## src/rtl/ats_pkg.sv

```systemverilog
// package: constants and types for the acquisition trigger sequencer
package ats_pkg;
   // ---------------------------------------------------------------
   // register byte offsets
   // ---------------------------------------------------------------
   localparam logic [7:0] ATS_CTRL_OFS = 8'h00;
   localparam logic [7:0] ATS_FCNT_OFS = 8'h04;
   localparam logic [7:0] ATS_PER_OFS = 8'h08;
   localparam logic [7:0] ATS_MINP_OFS = 8'h0c;
   localparam logic [7:0] ATS_EXP_OFS = 8'h10;
   localparam logic [7:0] ATS_XMIT_OFS = 8'h14;
   localparam logic [7:0] ATS_STAT_OFS = 8'h18;
   localparam logic [7:0] ATS_DONE_OFS = 8'h1c;
   // ---------------------------------------------------------------
   // control field positions
   // ---------------------------------------------------------------
   localparam int ATS_CTRL_ENABLE = 0;
   localparam int ATS_CTRL_ACQ_EXT = 1;
   localparam int ATS_CTRL_FRM_EXT = 2;
   localparam int ATS_CTRL_RATE_EN = 3;
   localparam int ATS_CTRL_SINGLE = 4;
   localparam int ATS_CTRL_ACQ_FALL = 5;
   localparam int ATS_CTRL_FRM_FALL = 6;
   // ---------------------------------------------------------------
   // reset values
   // ---------------------------------------------------------------
   localparam logic [6:0] ATS_CTRL_RST = 7'h00;
   localparam logic [15:0] ATS_FCNT_RST = 16'h0003;
   localparam logic [31:0] ATS_PER_RST = 32'h0001_e848;
   localparam logic [31:0] ATS_MINP_RST = 32'h0000_0400;
   localparam logic [31:0] ATS_EXP_RST = 32'h0000_0100;
   localparam logic [31:0] ATS_XMIT_RST = 32'h0000_0200;
   // internal setup time before each single-frame exposure started by the internal timer
   localparam int ATS_SETUP_NS = 800;
   localparam int ATS_CLK_NS = 8;
   localparam logic [31:0] ATS_SETUP_CYC = 32'((ATS_SETUP_NS + ATS_CLK_NS - 1) / ATS_CLK_NS);
   // ---------------------------------------------------------------
   // types
   // ---------------------------------------------------------------
   typedef enum logic [2:0] {
      ATS_WAIT_ACQ = 3'b001,
      ATS_WAIT_FRM = 3'b010,
      ATS_SETUP = 3'b100
   } ats_state_t;

   typedef struct packed {
      logic exposing;
      logic transmitting;
      logic wait_acq;
      logic wait_frm;
   } ats_status_t;
endpackage

```

## src/rtl/ats_sequencer.sv

```systemverilog
// module: acquisition and frame start trigger sequencer with an AXI4-Lite slave
`timescale 1ns/1ps
`default_nettype none

module ats_sequencer (
   // clock and reset
   input wire logic aclk,
   input wire logic aresetn,
   // axi4-lite write address
   input wire logic [7:0] s_axi_awaddr,
   input wire logic s_axi_awvalid,
   output logic s_axi_awready,
   // axi4-lite write data
   input wire logic [31:0] s_axi_wdata,
   input wire logic [3:0] s_axi_wstrb,
   input wire logic s_axi_wvalid,
   output logic s_axi_wready,
   // axi4-lite write response
   output logic [1:0] s_axi_bresp,
   output logic s_axi_bvalid,
   input wire logic s_axi_bready,
   // axi4-lite read address
   input wire logic [7:0] s_axi_araddr,
   input wire logic s_axi_arvalid,
   output logic s_axi_arready,
   // axi4-lite read data
   output logic [31:0] s_axi_rdata,
   output logic [1:0] s_axi_rresp,
   output logic s_axi_rvalid,
   input wire logic s_axi_rready,
   // trigger input lines
   input wire logic acq_line,
   input wire logic frm_line,
   // pipeline stage outputs
   output logic frame_start,
   output logic exposure_active,
   output logic transmit_active,
   output ats_pkg::ats_status_t status
);
   import ats_pkg::*;

   // ---------------------------------------------------------------
   // registers
   // ---------------------------------------------------------------
   logic [6:0] ctrl_q;
   logic [15:0] fcnt_q;
   logic [31:0] per_q;
   logic [31:0] minp_q;
   logic [31:0] exp_q;
   logic [31:0] xmit_q;
   logic [31:0] done_q;

   // ---------------------------------------------------------------
   // functions
   // ---------------------------------------------------------------
   function automatic logic [31:0] merge(input logic [31:0] old, input logic [31:0] nw,
                                         input logic [3:0] be);
      logic [31:0] r;
      r = old;
      for (int i = 0; i < 4; i++) begin
         if (be[i]) begin
            r[i*8 +: 8] = nw[i*8 +: 8];
         end
      end
      return r;
   endfunction

   function automatic logic edge_seen(input logic cur, input logic prev, input logic fall);
      return fall ? (prev & ~cur) : (cur & ~prev);
   endfunction

   // ---------------------------------------------------------------
   // axi4-lite write channel
   // ---------------------------------------------------------------
   logic aw_held_q;
   logic w_held_q;
   logic [7:0] awaddr_q;
   logic [31:0] wdata_q;
   logic [3:0] wstrb_q;
   logic do_write;

   // address and data may arrive in either order
   assign do_write = aw_held_q && w_held_q && !s_axi_bvalid;

   always_ff @(posedge aclk) begin
      if (!aresetn) begin
         aw_held_q <= 1'b0;
         w_held_q <= 1'b0;
         awaddr_q <= 8'h00;
         wdata_q <= 32'h0000_0000;
         wstrb_q <= 4'h0;
         s_axi_awready <= 1'b0;
         s_axi_wready <= 1'b0;
         s_axi_bvalid <= 1'b0;
         s_axi_bresp <= 2'b00;
      end else begin
         s_axi_awready <= !aw_held_q && !s_axi_awready;
         s_axi_wready <= !w_held_q && !s_axi_wready;
         if (s_axi_awvalid && s_axi_awready) begin
            aw_held_q <= 1'b1;
            awaddr_q <= s_axi_awaddr;
            s_axi_awready <= 1'b0;
         end
         if (s_axi_wvalid && s_axi_wready) begin
            w_held_q <= 1'b1;
            wdata_q <= s_axi_wdata;
            wstrb_q <= s_axi_wstrb;
            s_axi_wready <= 1'b0;
         end
         if (do_write) begin
            aw_held_q <= 1'b0;
            w_held_q <= 1'b0;
            s_axi_bvalid <= 1'b1;
            unique case (awaddr_q)
               ATS_CTRL_OFS, ATS_FCNT_OFS, ATS_PER_OFS, ATS_MINP_OFS,
               ATS_EXP_OFS, ATS_XMIT_OFS: s_axi_bresp <= 2'b00;
               default: s_axi_bresp <= 2'b10;
            endcase
         end else if (s_axi_bvalid && s_axi_bready) begin
            s_axi_bvalid <= 1'b0;
         end
      end
   end

   logic [31:0] ctrl_wr;
   logic [31:0] fcnt_wr;

   // narrow registers merge at full width, then get cut back to their size
   assign ctrl_wr = merge({25'h0, ctrl_q}, wdata_q, wstrb_q);
   assign fcnt_wr = merge({16'h0, fcnt_q}, wdata_q, wstrb_q);

   always_ff @(posedge aclk) begin
      if (!aresetn) begin
         ctrl_q <= ATS_CTRL_RST;
         fcnt_q <= ATS_FCNT_RST;
         per_q <= ATS_PER_RST;
         minp_q <= ATS_MINP_RST;
         exp_q <= ATS_EXP_RST;
         xmit_q <= ATS_XMIT_RST;
      end else if (do_write) begin
         unique case (awaddr_q)
            ATS_CTRL_OFS: ctrl_q <= ctrl_wr[6:0];
            ATS_FCNT_OFS: fcnt_q <= fcnt_wr[15:0];
            ATS_PER_OFS: per_q <= merge(per_q, wdata_q, wstrb_q);
            ATS_MINP_OFS: minp_q <= merge(minp_q, wdata_q, wstrb_q);
            ATS_EXP_OFS: exp_q <= merge(exp_q, wdata_q, wstrb_q);
            ATS_XMIT_OFS: xmit_q <= merge(xmit_q, wdata_q, wstrb_q);
            default: ;
         endcase
      end
   end

   // ---------------------------------------------------------------
   // axi4-lite read channel
   // ---------------------------------------------------------------
   always_ff @(posedge aclk) begin
      if (!aresetn) begin
         s_axi_arready <= 1'b0;
         s_axi_rvalid <= 1'b0;
         s_axi_rdata <= 32'h0000_0000;
         s_axi_rresp <= 2'b00;
      end else begin
         s_axi_arready <= !s_axi_rvalid && !s_axi_arready;
         if (s_axi_arvalid && s_axi_arready) begin
            s_axi_arready <= 1'b0;
            s_axi_rvalid <= 1'b1;
            s_axi_rresp <= 2'b00;
            unique case (s_axi_araddr)
               ATS_CTRL_OFS: s_axi_rdata <= {25'h0, ctrl_q};
               ATS_FCNT_OFS: s_axi_rdata <= {16'h0, fcnt_q};
               ATS_PER_OFS: s_axi_rdata <= per_q;
               ATS_MINP_OFS: s_axi_rdata <= minp_q;
               ATS_EXP_OFS: s_axi_rdata <= exp_q;
               ATS_XMIT_OFS: s_axi_rdata <= xmit_q;
               ATS_STAT_OFS: s_axi_rdata <= {28'h0, status};
               ATS_DONE_OFS: s_axi_rdata <= done_q;
               default: begin
                  s_axi_rdata <= 32'h0000_0000;
                  s_axi_rresp <= 2'b10;
               end
            endcase
         end else if (s_axi_rvalid && s_axi_rready) begin
            s_axi_rvalid <= 1'b0;
         end
      end
   end

   // ---------------------------------------------------------------
   // trigger edge detection
   // ---------------------------------------------------------------
   logic acq_prev_q;
   logic frm_prev_q;
   logic acq_edge;
   logic frm_edge;

   always_ff @(posedge aclk) begin
      if (!aresetn) begin
         acq_prev_q <= 1'b0;
         frm_prev_q <= 1'b0;
      end else begin
         acq_prev_q <= acq_line;
         frm_prev_q <= frm_line;
      end
   end

   assign acq_edge = edge_seen(acq_line, acq_prev_q, ctrl_q[ATS_CTRL_ACQ_FALL]);
   assign frm_edge = edge_seen(frm_line, frm_prev_q, ctrl_q[ATS_CTRL_FRM_FALL]);

   // ---------------------------------------------------------------
   // internal frame start timer
   // ---------------------------------------------------------------
   logic [31:0] tmr_q;
   logic [31:0] period;
   logic int_tick;
   logic stage_busy;
   logic tick_taken;

   // with rate control on, slower of the setpoint and the settings-imposed minimum period; the minimum alone otherwise
   assign period = (ctrl_q[ATS_CTRL_RATE_EN] && per_q > minp_q) ? per_q : minp_q;
   assign int_tick = (tmr_q == 32'h0);

   always_ff @(posedge aclk) begin
      if (!aresetn || !ctrl_q[ATS_CTRL_ENABLE]) begin
         tmr_q <= 32'h0;
      end else if (int_tick) begin
         // reload on the very edge the tick is used, else it would start two frames
         if (tick_taken) begin
            tmr_q <= period - 32'h1;
         end
      end else begin
         tmr_q <= tmr_q - 32'h1;
      end
   end

   // ---------------------------------------------------------------
   // sequencer
   // ---------------------------------------------------------------
   ats_state_t state_q;
   logic [15:0] frames_q;
   logic [31:0] setup_q;
   logic frm_req;
   logic acq_req;

   assign acq_req = ctrl_q[ATS_CTRL_ACQ_EXT] ? acq_edge : 1'b1;
   // single-frame mode waits for the exposure and transmission to finish
   assign stage_busy = ctrl_q[ATS_CTRL_SINGLE] && (exposure_active || transmit_active);
   assign frm_req = ctrl_q[ATS_CTRL_FRM_EXT] ? frm_edge : (int_tick && !stage_busy);
   // ticks seen while waiting for acquisition are left pending, not consumed
   assign tick_taken = frm_req && !ctrl_q[ATS_CTRL_FRM_EXT]
                       && (state_q == ATS_WAIT_FRM);

   always_ff @(posedge aclk) begin
      if (!aresetn || !ctrl_q[ATS_CTRL_ENABLE]) begin
         state_q <= ATS_WAIT_ACQ;
         frames_q <= 16'h0;
         setup_q <= 32'h0;
         frame_start <= 1'b0;
      end else begin
         frame_start <= 1'b0;
         unique case (state_q)
            ATS_WAIT_ACQ: begin
               // external frame start edges seen here are dropped; internal ticks stay pending
               if (acq_req) begin
                  state_q <= ATS_WAIT_FRM;
                  frames_q <= 16'h0;
               end
            end
            ATS_WAIT_FRM: begin
               if (frm_req && ctrl_q[ATS_CTRL_SINGLE] && !ctrl_q[ATS_CTRL_FRM_EXT]) begin
                  state_q <= ATS_SETUP;
                  setup_q <= ATS_SETUP_CYC;
               end else if (frm_req && !stage_busy) begin
                  frame_start <= 1'b1;
                  frames_q <= frames_q + 16'h1;
                  if (frames_q + 16'h1 >= fcnt_q) begin
                     state_q <= ATS_WAIT_ACQ;
                  end
               end
            end
            ATS_SETUP: begin
               setup_q <= setup_q - 32'h1;
               if (setup_q == 32'h1) begin
                  frame_start <= 1'b1;
                  frames_q <= frames_q + 16'h1;
                  state_q <= (frames_q + 16'h1 >= fcnt_q) ? ATS_WAIT_ACQ : ATS_WAIT_FRM;
               end
            end
            default: state_q <= ATS_WAIT_ACQ;
         endcase
      end
   end

   // ---------------------------------------------------------------
   // exposure/readout then transmission stage timing
   // ---------------------------------------------------------------
   logic [31:0] exp_cnt_q;
   logic [31:0] xmit_cnt_q;

   always_ff @(posedge aclk) begin
      if (!aresetn) begin
         exp_cnt_q <= 32'h0;
         xmit_cnt_q <= 32'h0;
         exposure_active <= 1'b0;
         transmit_active <= 1'b0;
         done_q <= 32'h0;
         status <= '0;
      end else begin
         if (frame_start) begin
            exposure_active <= 1'b1;
            exp_cnt_q <= exp_q;
         end else if (exposure_active) begin
            exp_cnt_q <= exp_cnt_q - 32'h1;
            if (exp_cnt_q <= 32'h1) begin
               exposure_active <= 1'b0;
               transmit_active <= 1'b1;
               xmit_cnt_q <= xmit_q;
            end
         end
         if (transmit_active && !(exposure_active && exp_cnt_q <= 32'h1)) begin
            xmit_cnt_q <= xmit_cnt_q - 32'h1;
            if (xmit_cnt_q <= 32'h1) begin
               transmit_active <= 1'b0;
               done_q <= done_q + 32'h1;
            end
         end
         status.exposing <= exposure_active;
         status.transmitting <= transmit_active;
         status.wait_acq <= (state_q == ATS_WAIT_ACQ);
         status.wait_frm <= (state_q != ATS_WAIT_ACQ);
      end
   end
endmodule

`default_nettype wire

```

## config.mk

```make
export PLATFORM = sky130hd
export DESIGN_NAME = ats_sequencer
export DESIGN_NICKNAME = d
export VERILOG_FILES = /design/src/rtl/ats_pkg.sv /design/src/rtl/ats_sequencer.sv
export SDC_FILE = /design/constraint.sdc
export NUM_CORES = 1
export LEC_CHECK = 0
export BUFFER_PORTS_ARGS = -buffer_cell sky130_fd_sc_hd__buf_4
export CORE_MARGIN = 3
export CORE_UTILIZATION = 25
export CTS_BUF_LIST = sky130_fd_sc_hd__clkbuf_4
export DETAILED_ROUTE_END_ITERATION = 7
export GPL_ROUTABILITY_DRIVEN = 0
export GPL_TIMING_DRIVEN = 0
export SETUP_SLACK_MARGIN = 0.02
export SLEW_MARGIN = 20
export SYNTH_ARGS = -nofsm -noshare
export SYNTH_HDL_FRONTEND = slang
export SYNTH_SLANG_ARGS = --single-unit
```

## constraint.sdc

```tcl
create_clock -name aclk -period 12.9 [get_ports aclk]
set_input_delay 1.935 -clock aclk [delete_from_list [all_inputs] [get_ports aclk]]
set_output_delay 1.935 -clock aclk [all_outputs]
set_load 0.05 [all_outputs]
```

== After elaboration in Yosys (flattened, before gate mapping) ==
Cells that the tools add are included.
Widths: inputs -> output; s select.

* Add/subtract/negate cells: 7
* $lt $le $gt $ge: 4
* Equal/unequal tests: 26
* Multiplexer cells: 46
* Bitwise logic cells: 9
* Reductions and logical operators: 74

{| class="wikitable"
|+ Operators by type and width
! cell !! number
|-
| $mux 32 || 10
|-
| $pmux 32 s8 || 1
|-
| $sub 32x1->32 const B || 5
|-
| $le 32x1->1 const B || 2
|-
| $mux 16 || 4
|-
| $pmux 32 s2 || 1
|-
| $reduce_and 3->1 || 20
|-
| $eq 8x5->1 const B || 6
|-
| $pmux 16 s3 || 1
|-
| $add 32x1->32 const B || 1
|-
| $eq 32x1->1 const B || 1
|-
| $eq 8x4->1 const B || 4
|-
| $gt 32x32->1 || 1
|-
| $logic_not 32->1 || 1
|-
| $logic_and 1x1->1 || 20
|-
| $mux 1 || 19
|-
| $add 16x1->16 const B || 1
|-
| $eq 8x3->1 const B || 2
|-
| $ge 16x16->1 || 1
|-
| $logic_not 8->1 || 2
|-
| $mux 3 || 5
|-
| $logic_not 1->1 || 12
|-
| $reduce_bool 2->1 || 6
|-
| $ne 3x1->1 const B || 3
|-
| 18 further kinds || 37
|}

* Register bits after elaboration: 426
* Input bits: 61
* Output and inout bits: 48
* Logic and storage cells: 214

== Depth between registers and ports, before layout ==
Gate-level depths: netlist (run 1).

* Depth after elaboration: 9
* Depth in mapped cells: 18
* Depth with buffers taken out: 15

== Worst setup path after synthesis (run 1) ==
Ideal clock, no wire load.

* Kind: register -> register
* Start point: register minp_q[7]
* End point: register tmr_q[28]
* Setup time: 116 ps
* Data arrival time: 4193 ps
* Data required time: 12784 ps
* Path slack: 8592 ps
* Stages on the path, launching flop included: 19
* Buffers on the path: 4
* Clock period less this slack: 4308 ps
* Cells stage by stage: dfxtp_1 -> inv_1 -> ha_1 -> nand4_2 -> or4_1 -> and3_4 -> o31ai_4 -> buf_8 -> buf_2 -> a21oi_1 -> a311oi_1 -> ha_1 -> inv_1 -> or4_4 -> buf_6 -> or2_1 -> buf_6 -> or4_1 -> and3_1

* Longest elaborated chain between the ends: 6

{| class="wikitable"
|+ Ends and longest elaborated chain
! what !! RTL line !! text
|-
| start: declaration || ats_sequencer.sv:48 || <nowiki>logic [31:0] minp_q;</nowiki>
|-
| start signal: assignment || ats_sequencer.sv:145 || <nowiki>ATS_MINP_OFS: minp_q <= merge(minp_q, wdata_q, wstrb_q);</nowiki>
|-
| $gt 32x32->1 || ats_sequencer.sv:219 || <nowiki>assign period = (ctrl_q[ATS_CTRL_RATE_EN] && per_q > minp_q) ? per_q : minp_q;</nowiki>
|-
| $logic_and 1x1->1 || ats_sequencer.sv:219 ||
|-
| $mux 32 * || ats_sequencer.sv:219 ||
|-
| $sub 32x1->32 * || ats_sequencer.sv:228 || <nowiki>tmr_q <= period - 32'h1;</nowiki>
|-
| $mux 32 * || ats_sequencer.sv:227 || <nowiki>if (tick_taken) begin</nowiki>
|-
| $mux 32 * || ats_sequencer.sv:225 || <nowiki>end else if (int_tick) begin</nowiki>
|-
| end signal: assignment || ats_sequencer.sv:228 ||
|-
| end signal: assignment || ats_sequencer.sv:231 || <nowiki>tmr_q <= tmr_q - 32'h1;</nowiki>
|-
| end: declaration || ats_sequencer.sv:212 || <nowiki>logic [31:0] tmr_q;</nowiki>
|}

Mark *: on every way between the ends. The rest lies on a longest branch, timed or not. The select of a mux whose other input is x is not followed.
A chain may end at the register's enable or synchronous reset.

== Worst setup path after layout (run 1) ==
* Start point: register minp_q[28]
* End point: register tmr_q[28]

Same word-level chain as after synthesis.

==> results.yml, run 1 <==
yosys:
  yosys_most_used_dff: "dfxtp_1"
  synth-seq-cells: 424
  syn_avg_cell_area_um2: 8.400
  synth_top_cell_area_share: 0.4159
  ys_seq_area_frac: 0.4159
  syn_area_um2: 20410
  synth-async-reset-ratio: 0
  synth_top_area_cell: "dfxtp_1"
  synthTopCellsByArea: "dfxtp_1, mux2i_1, nor2_1, a21oi_1, ha_1"
  yosys_warnings: 0
  synth-edff-count: 0
  synth.distinct_cells: 83
  syn_inst: 2430
global_route:
  overflow: 0
  grt_pass1_wl_um: 114600
  grt_pass1_vias: 18340
  grt_max_degree: 16
  antenna_found_initial: 4
  grt_usage: 0.1761
setup_path:
  crit_start: "minp_q[28]$_SDFFE_PN0P_"
  crit_top_cell: "buf_6"
  crit_arrival_ns: 5.83
  rrSetupSlack_ns: 7.82
  reg2reg_from: "minp_q[28]$_SDFFE_PN0P_"
  crit_required_ns: 13.64
  path_cells: "inv_1, ha_1, nand4_2, nor4_2, and3_4, o31ai_4, and2_4, buf_6, buf_2, a311oi_1, ha_1, inv_1, or4_4, buf_6, or2_1, buf_6, or4_1, and3_1"
  crit_type: "flop to flop"
  path_max_fanout: 10
  r2r-end: "tmr_q[28]$_SDFFE_PP0P_"
  crit_path_top_delay_cell: "or4_4"
  critPathBufInv: 6
  cp_top_family: "simple AND/OR/NAND/NOR gates"
  slowest_delay_ns: 0.53
  r2r_cells: 18
  start_kind: "flop"
  cp.depth: 18
  endpoint_kind: "flop"
placed_design:
  port_buffers: 105
  post-dp-hpwl_um: 59160
  dpl.cell_count: 3596
timing:
  rsz0062_at_grt: "false"
  maxSlewViolCount: 0
  hold_viol_final: 0
  finalSetupViolCount: 0
  finalSetupTns_ns: 0
  max_slew_margin: 0.2534
  period_needed_ns: 5.084
  fmax_mhz: 196.7
  period_share: 0.3941
  worst_pin_slew_ns: 1.116
  whs_ns: 0.4576
  clock_skew_ns: 0.06308
clocking:
  cts_hold_repair.buffers: 0
  cts_tree: "done"
  clock_tree.buffer_depth: 3
  post_cts_resized: 0
  htreeDepth: 3
  cts_root_buffer: "clkbuf_4"
  post_cts_buffers: 0
  path_clk_slew_ns: 0.07
  cts_made_buffers: 111
  clock_latency_ns: 0.88
  clock_sink_count: 424
run:
  maxCapViolCount: 0
power:
  p_leak_nw: 9.344
  ir_drop_mv: 0.06456
  pwr_density_cell_nw_per_um2: 109.0
finish:
  final-instance-count-excl-fill: 3795
  layout-drive-gt1-share: 0.1229
  area_growth_pct: 17.24
  nets: 2767
  final_cell_mix: "dfxtp_1, nor2_1, a21oi_1, nand2_1, mux2i_1"
  layout_commonest_cell: "dfxtp_1"
worst_hold_path:
  worstHoldPathCells: 1
  hold_class: "flop to flop"
  hp-start: "aw_held_q$_SDFFE_PP0P_"
  hold_end: "s_axi_awready$_SDFF_PP0_"
floorplan:
  core_um2: 80680
  die_w_um: 291.7
  die_h_um: 291.7
  rows: 104
  pin_count: 109
  die_area_um2: 85110
  start_util: 0.2530
detailed_routing:
  finalWirelength_um: 77430
  viasPerCell: 5.214
  firstDrtPassIters: 8
  via_count: 19790
  wl_per_cell_um: 20.40
  drc_errors: 0
  first_iter_violations: 1962
  ant_nets: 0
status:
  status: "finished clean"
[Yosys cell counts (all sizes together), types with 13 or more instances]
cell,count
a22oi,69
mux2i,167
xnor2,42
clkbuf,104
ha,57
and2,14
nor2,397
buf,22
and3,31
a31oi,30
nor4,35
nand3,77
a211oi,16
nand2,181
xor2,40
nand4,31
a222oi,18
o21ai,62
mux2,13
nor3,67
inv,69
or4,19
or3,30
nand2b,13
a21oi,242
dfxtp,424
a21o,17
[cells by family (layout without fill, tap and decap cells)]
kind of cell,count (synthesis),in the layout,share of synthesized area
flops,424,424,0.4159
buf+inv,197,500,0.03942
xor+xnor,82,82,0.03519
simple gates,947,947,0.2166
mux,180,180,0.08907
other cells,1,3,0.0001837
compound gates,542,542,0.1688
fa+ha+maj,57,57,0.03494
[per-stage QoR]
| stage | power (W) | util | worst slack [ns] | cell area (um2) |
|---|---|---|---|---|
| 2_1_floorplan | 0.001398 | - | 8.592 | 20410 |
| 3_3_place_gp | 0.001452 | 0.2792 | 7.891 | 22530 |
| 3_5_place_dp | 0.001452 | 0.2792 | 7.876 | 22530 |
| 4_1_cts | 0.002630 | 0.2966 | 7.892 | 23930 |
| 5_1_grt | 0.002704 | 0.2966 | 7.621 | 23930 |
| 6_report | 0.002608 | 0.2966 | 7.816 | 23930 |
[per-layer routing]
metal	global-route usage	up-vias	share of wire
met5	0	-	0.00030
met4	0.09024	4	0.052
met3	0.03841	217	0.092
met2	0.2602	972	0.41
met1	0.2406	9364	0.44
li1	-	9231	-
[worst max path at each step]
stage               slack, ns                          end
finish                   7.82       tmr_q[28]$_SDFFE_PP0P_
global route             7.62       tmr_q[28]$_SDFFE_PP0P_
CTS                      7.89       tmr_q[28]$_SDFFE_PP0P_
detailed placement       7.88  s_axi_rdata[4]$_SDFFE_PN0P_
global placement         7.89  s_axi_rdata[4]$_SDFFE_PN0P_
floorplan                8.59       tmr_q[28]$_SDFFE_PP0P_
[power breakdown]
group           total, W  internal (W)  switching (W)
Combinational  0.0000904     0.0000261      0.0000643
Clock            0.00118      0.000600       0.000585
Sequential       0.00133       0.00132      0.0000158
Total            0.00261       0.00194       0.000665
[area by class of cell]
type | instances | area [um2]
diodes | 1 | 2.502
plain buffers | 127 | 541.8
repair buffers | 105 | 788.3
clock inverters | 34 | 167.7
flip-flops and latches | 424 | 8488
well taps | 1060 | 1326
fillers | 8723 | 56750
clock buffers | 164 | 1231
inverters | 70 | 262.8
multi-input cells | 1810 | 11120
(Power assumes the default switching activity.)
==> inputs of run 2 (changes only) <==
==> constraint.sdc (replaced) <==
create_clock -name aclk -period 5.2 [get_ports aclk]
set_input_delay 0.78 -clock aclk [delete_from_list [all_inputs] [get_ports aclk]]
set_output_delay 0.78 -clock aclk [all_outputs]
set_load 0.05 [all_outputs]
==> run 2 against run 1 <==
Sequential power rose by 150%. Largest cell class unchanged. Global-route usage did not move. Critical endpoint unchanged. Design area barely moved.
==> results.yml, run 2 (synthesis results as in run 1) <==
timing:
  rsz0062_at_grt: "false"
  finalSetupViolCount: 0
  finalSetupTns_ns: 0
  period_share: 0.9497
  worst_pin_slew_ns: 1.066
  period_needed_ns: 4.939
  setup_ws_ns: 0.2614
  fmax_mhz: 202.5
  hold_viol_final: 0
  clock_skew_ns: 0.07340
  maxSlewViolCount: 0
  max_slew_margin: 0.2866
clocking:
  clock_tree.buffer_depth: 3
  cts_hold_repair.buffers: 0
  clock_sink_count: 424
  post_cts_buffers: 0
  clock_latency_ns: 0.89
  cts_made_buffers: 111
  htreeDepth: 3
  post_cts_resized: 0
  path_clk_slew_ns: 0.07
  cts_root_buffer: "clkbuf_4"
  cts_tree: "done"
global_route:
  grt_usage: 0.1761
  overflow: 0
  antenna_found_initial: 4
  grt_max_degree: 16
  grt_pass1_vias: 18340
  grt_pass1_wl_um: 114600
setup_path:
  crit_path_top_delay_cell: "or4_4"
  slowest_delay_ns: 0.53
  crit_required_ns: 5.94
  critPathBufInv: 6
  path_cells: "inv_1, ha_1, nand4_2, nor4_2, and3_4, o31ai_4, and2_4, buf_6, buf_2, a311oi_2, ha_1, inv_1, or4_4, buf_6, or2_1, buf_6, or4_1, and3_1"
  reg2reg_from: "minp_q[28]$_SDFFE_PN0P_"
  path_max_fanout: 10
  start_kind: "flop"
  crit_top_cell: "buf_6"
  crit_type: "flop to flop"
  cp_top_family: "simple AND/OR/NAND/NOR gates"
  endpoint_kind: "flop"
  crit_arrival_ns: 5.68
  crit_start: "minp_q[28]$_SDFFE_PN0P_"
  rrSetupSlack_ns: 0.26
detailed_routing:
  via_count: 19750
  firstDrtPassIters: 8
  wl_per_cell_um: 20.39
  ant_nets: 0
  viasPerCell: 5.205
  finalWirelength_um: 77360
  first_iter_violations: 2163
  drc_errors: 0
floorplan:
  die_h_um: 291.7
  core_um2: 80680
  die_w_um: 291.7
  pin_count: 109
  start_util: 0.2530
  die_area_um2: 85110
  rows: 104
finish:
  n_fill_cell: 8717
  final-instance-count-excl-fill: 3795
  multi_input_area_um2: 11140
  ff_latch_area_um2: 8488
  area_growth_pct: 17.36
  utilization: 0.2969
  layout-drive-gt1-share: 0.1240
  nets: 2767
  layout_commonest_cell: "dfxtp_1"
  final_cell_mix: "dfxtp_1, nor2_1, a21oi_1, nand2_1, mux2i_1"
power:
  total_power_w: 0.006473
  p_leak_nw: 9.351
  ir_drop_mv: 0.1599
  pwr_density_cell_nw_per_um2: 270.2
worst_hold_path:
  hp-start: "frm_line"
  hold_class: "input port to flop"
placed_design:
  port_buffers: 105
  dp_slack_ns: 0.2298
  dpl.cell_count: 3596
  post-dp-hpwl_um: 59160
status:
  status: "finished clean"
run:
  maxCapViolCount: 0
run 2: through the flow:
step	hold WS [ns]	cell area (um2)
floorplan	0.4258	20410
global placement	0.4457	22530
detailed placement	0.4485	22530
CTS	0.05318	23930
global route	0.08562	23950
finish	0.1136	23950
run 2: per-layer routing:
layer	vias to the layer above	routed length, um	track usage
met5	-	23	0
met4	4	3754	0.09024
met3	199	6944	0.03841
met2	911	32300	0.2602
met1	9422	34350	0.2406
li1	9218	-	-
run 2: power breakdown:
| group | internal [W] | switching [W] | total, W |
|---|---|---|---|
| logic | 0.0000648 | 0.000159 | 0.000224 |
| registers | 0.00327 | 0.0000393 | 0.00331 |
| clock network | 0.00149 | 0.00145 | 0.00294 |
run 2: layout make-up:
class                      count  share of cell area
antenna                        1           0.0001045
buffer                       127             0.02267
clock buffer                 164             0.05140
clock inverter                34            0.006999
inverter                      70             0.01097
multi-input combinational   1810              0.4652
sequential                   424              0.3543
tap                         1060             0.05537
timing repair buffer         105             0.03291
run 2: worst paths after layout:
path,to,cells past startpoint
setup / recovery,tmr_q[28]$_SDFFE_PP0P_,18
hold / removal,frm_prev_q$_SDFF_PN0_,2
setup reg to reg,tmr_q[28]$_SDFFE_PP0P_,18
hold reg to reg,s_axi_awready$_SDFF_PP0_,1
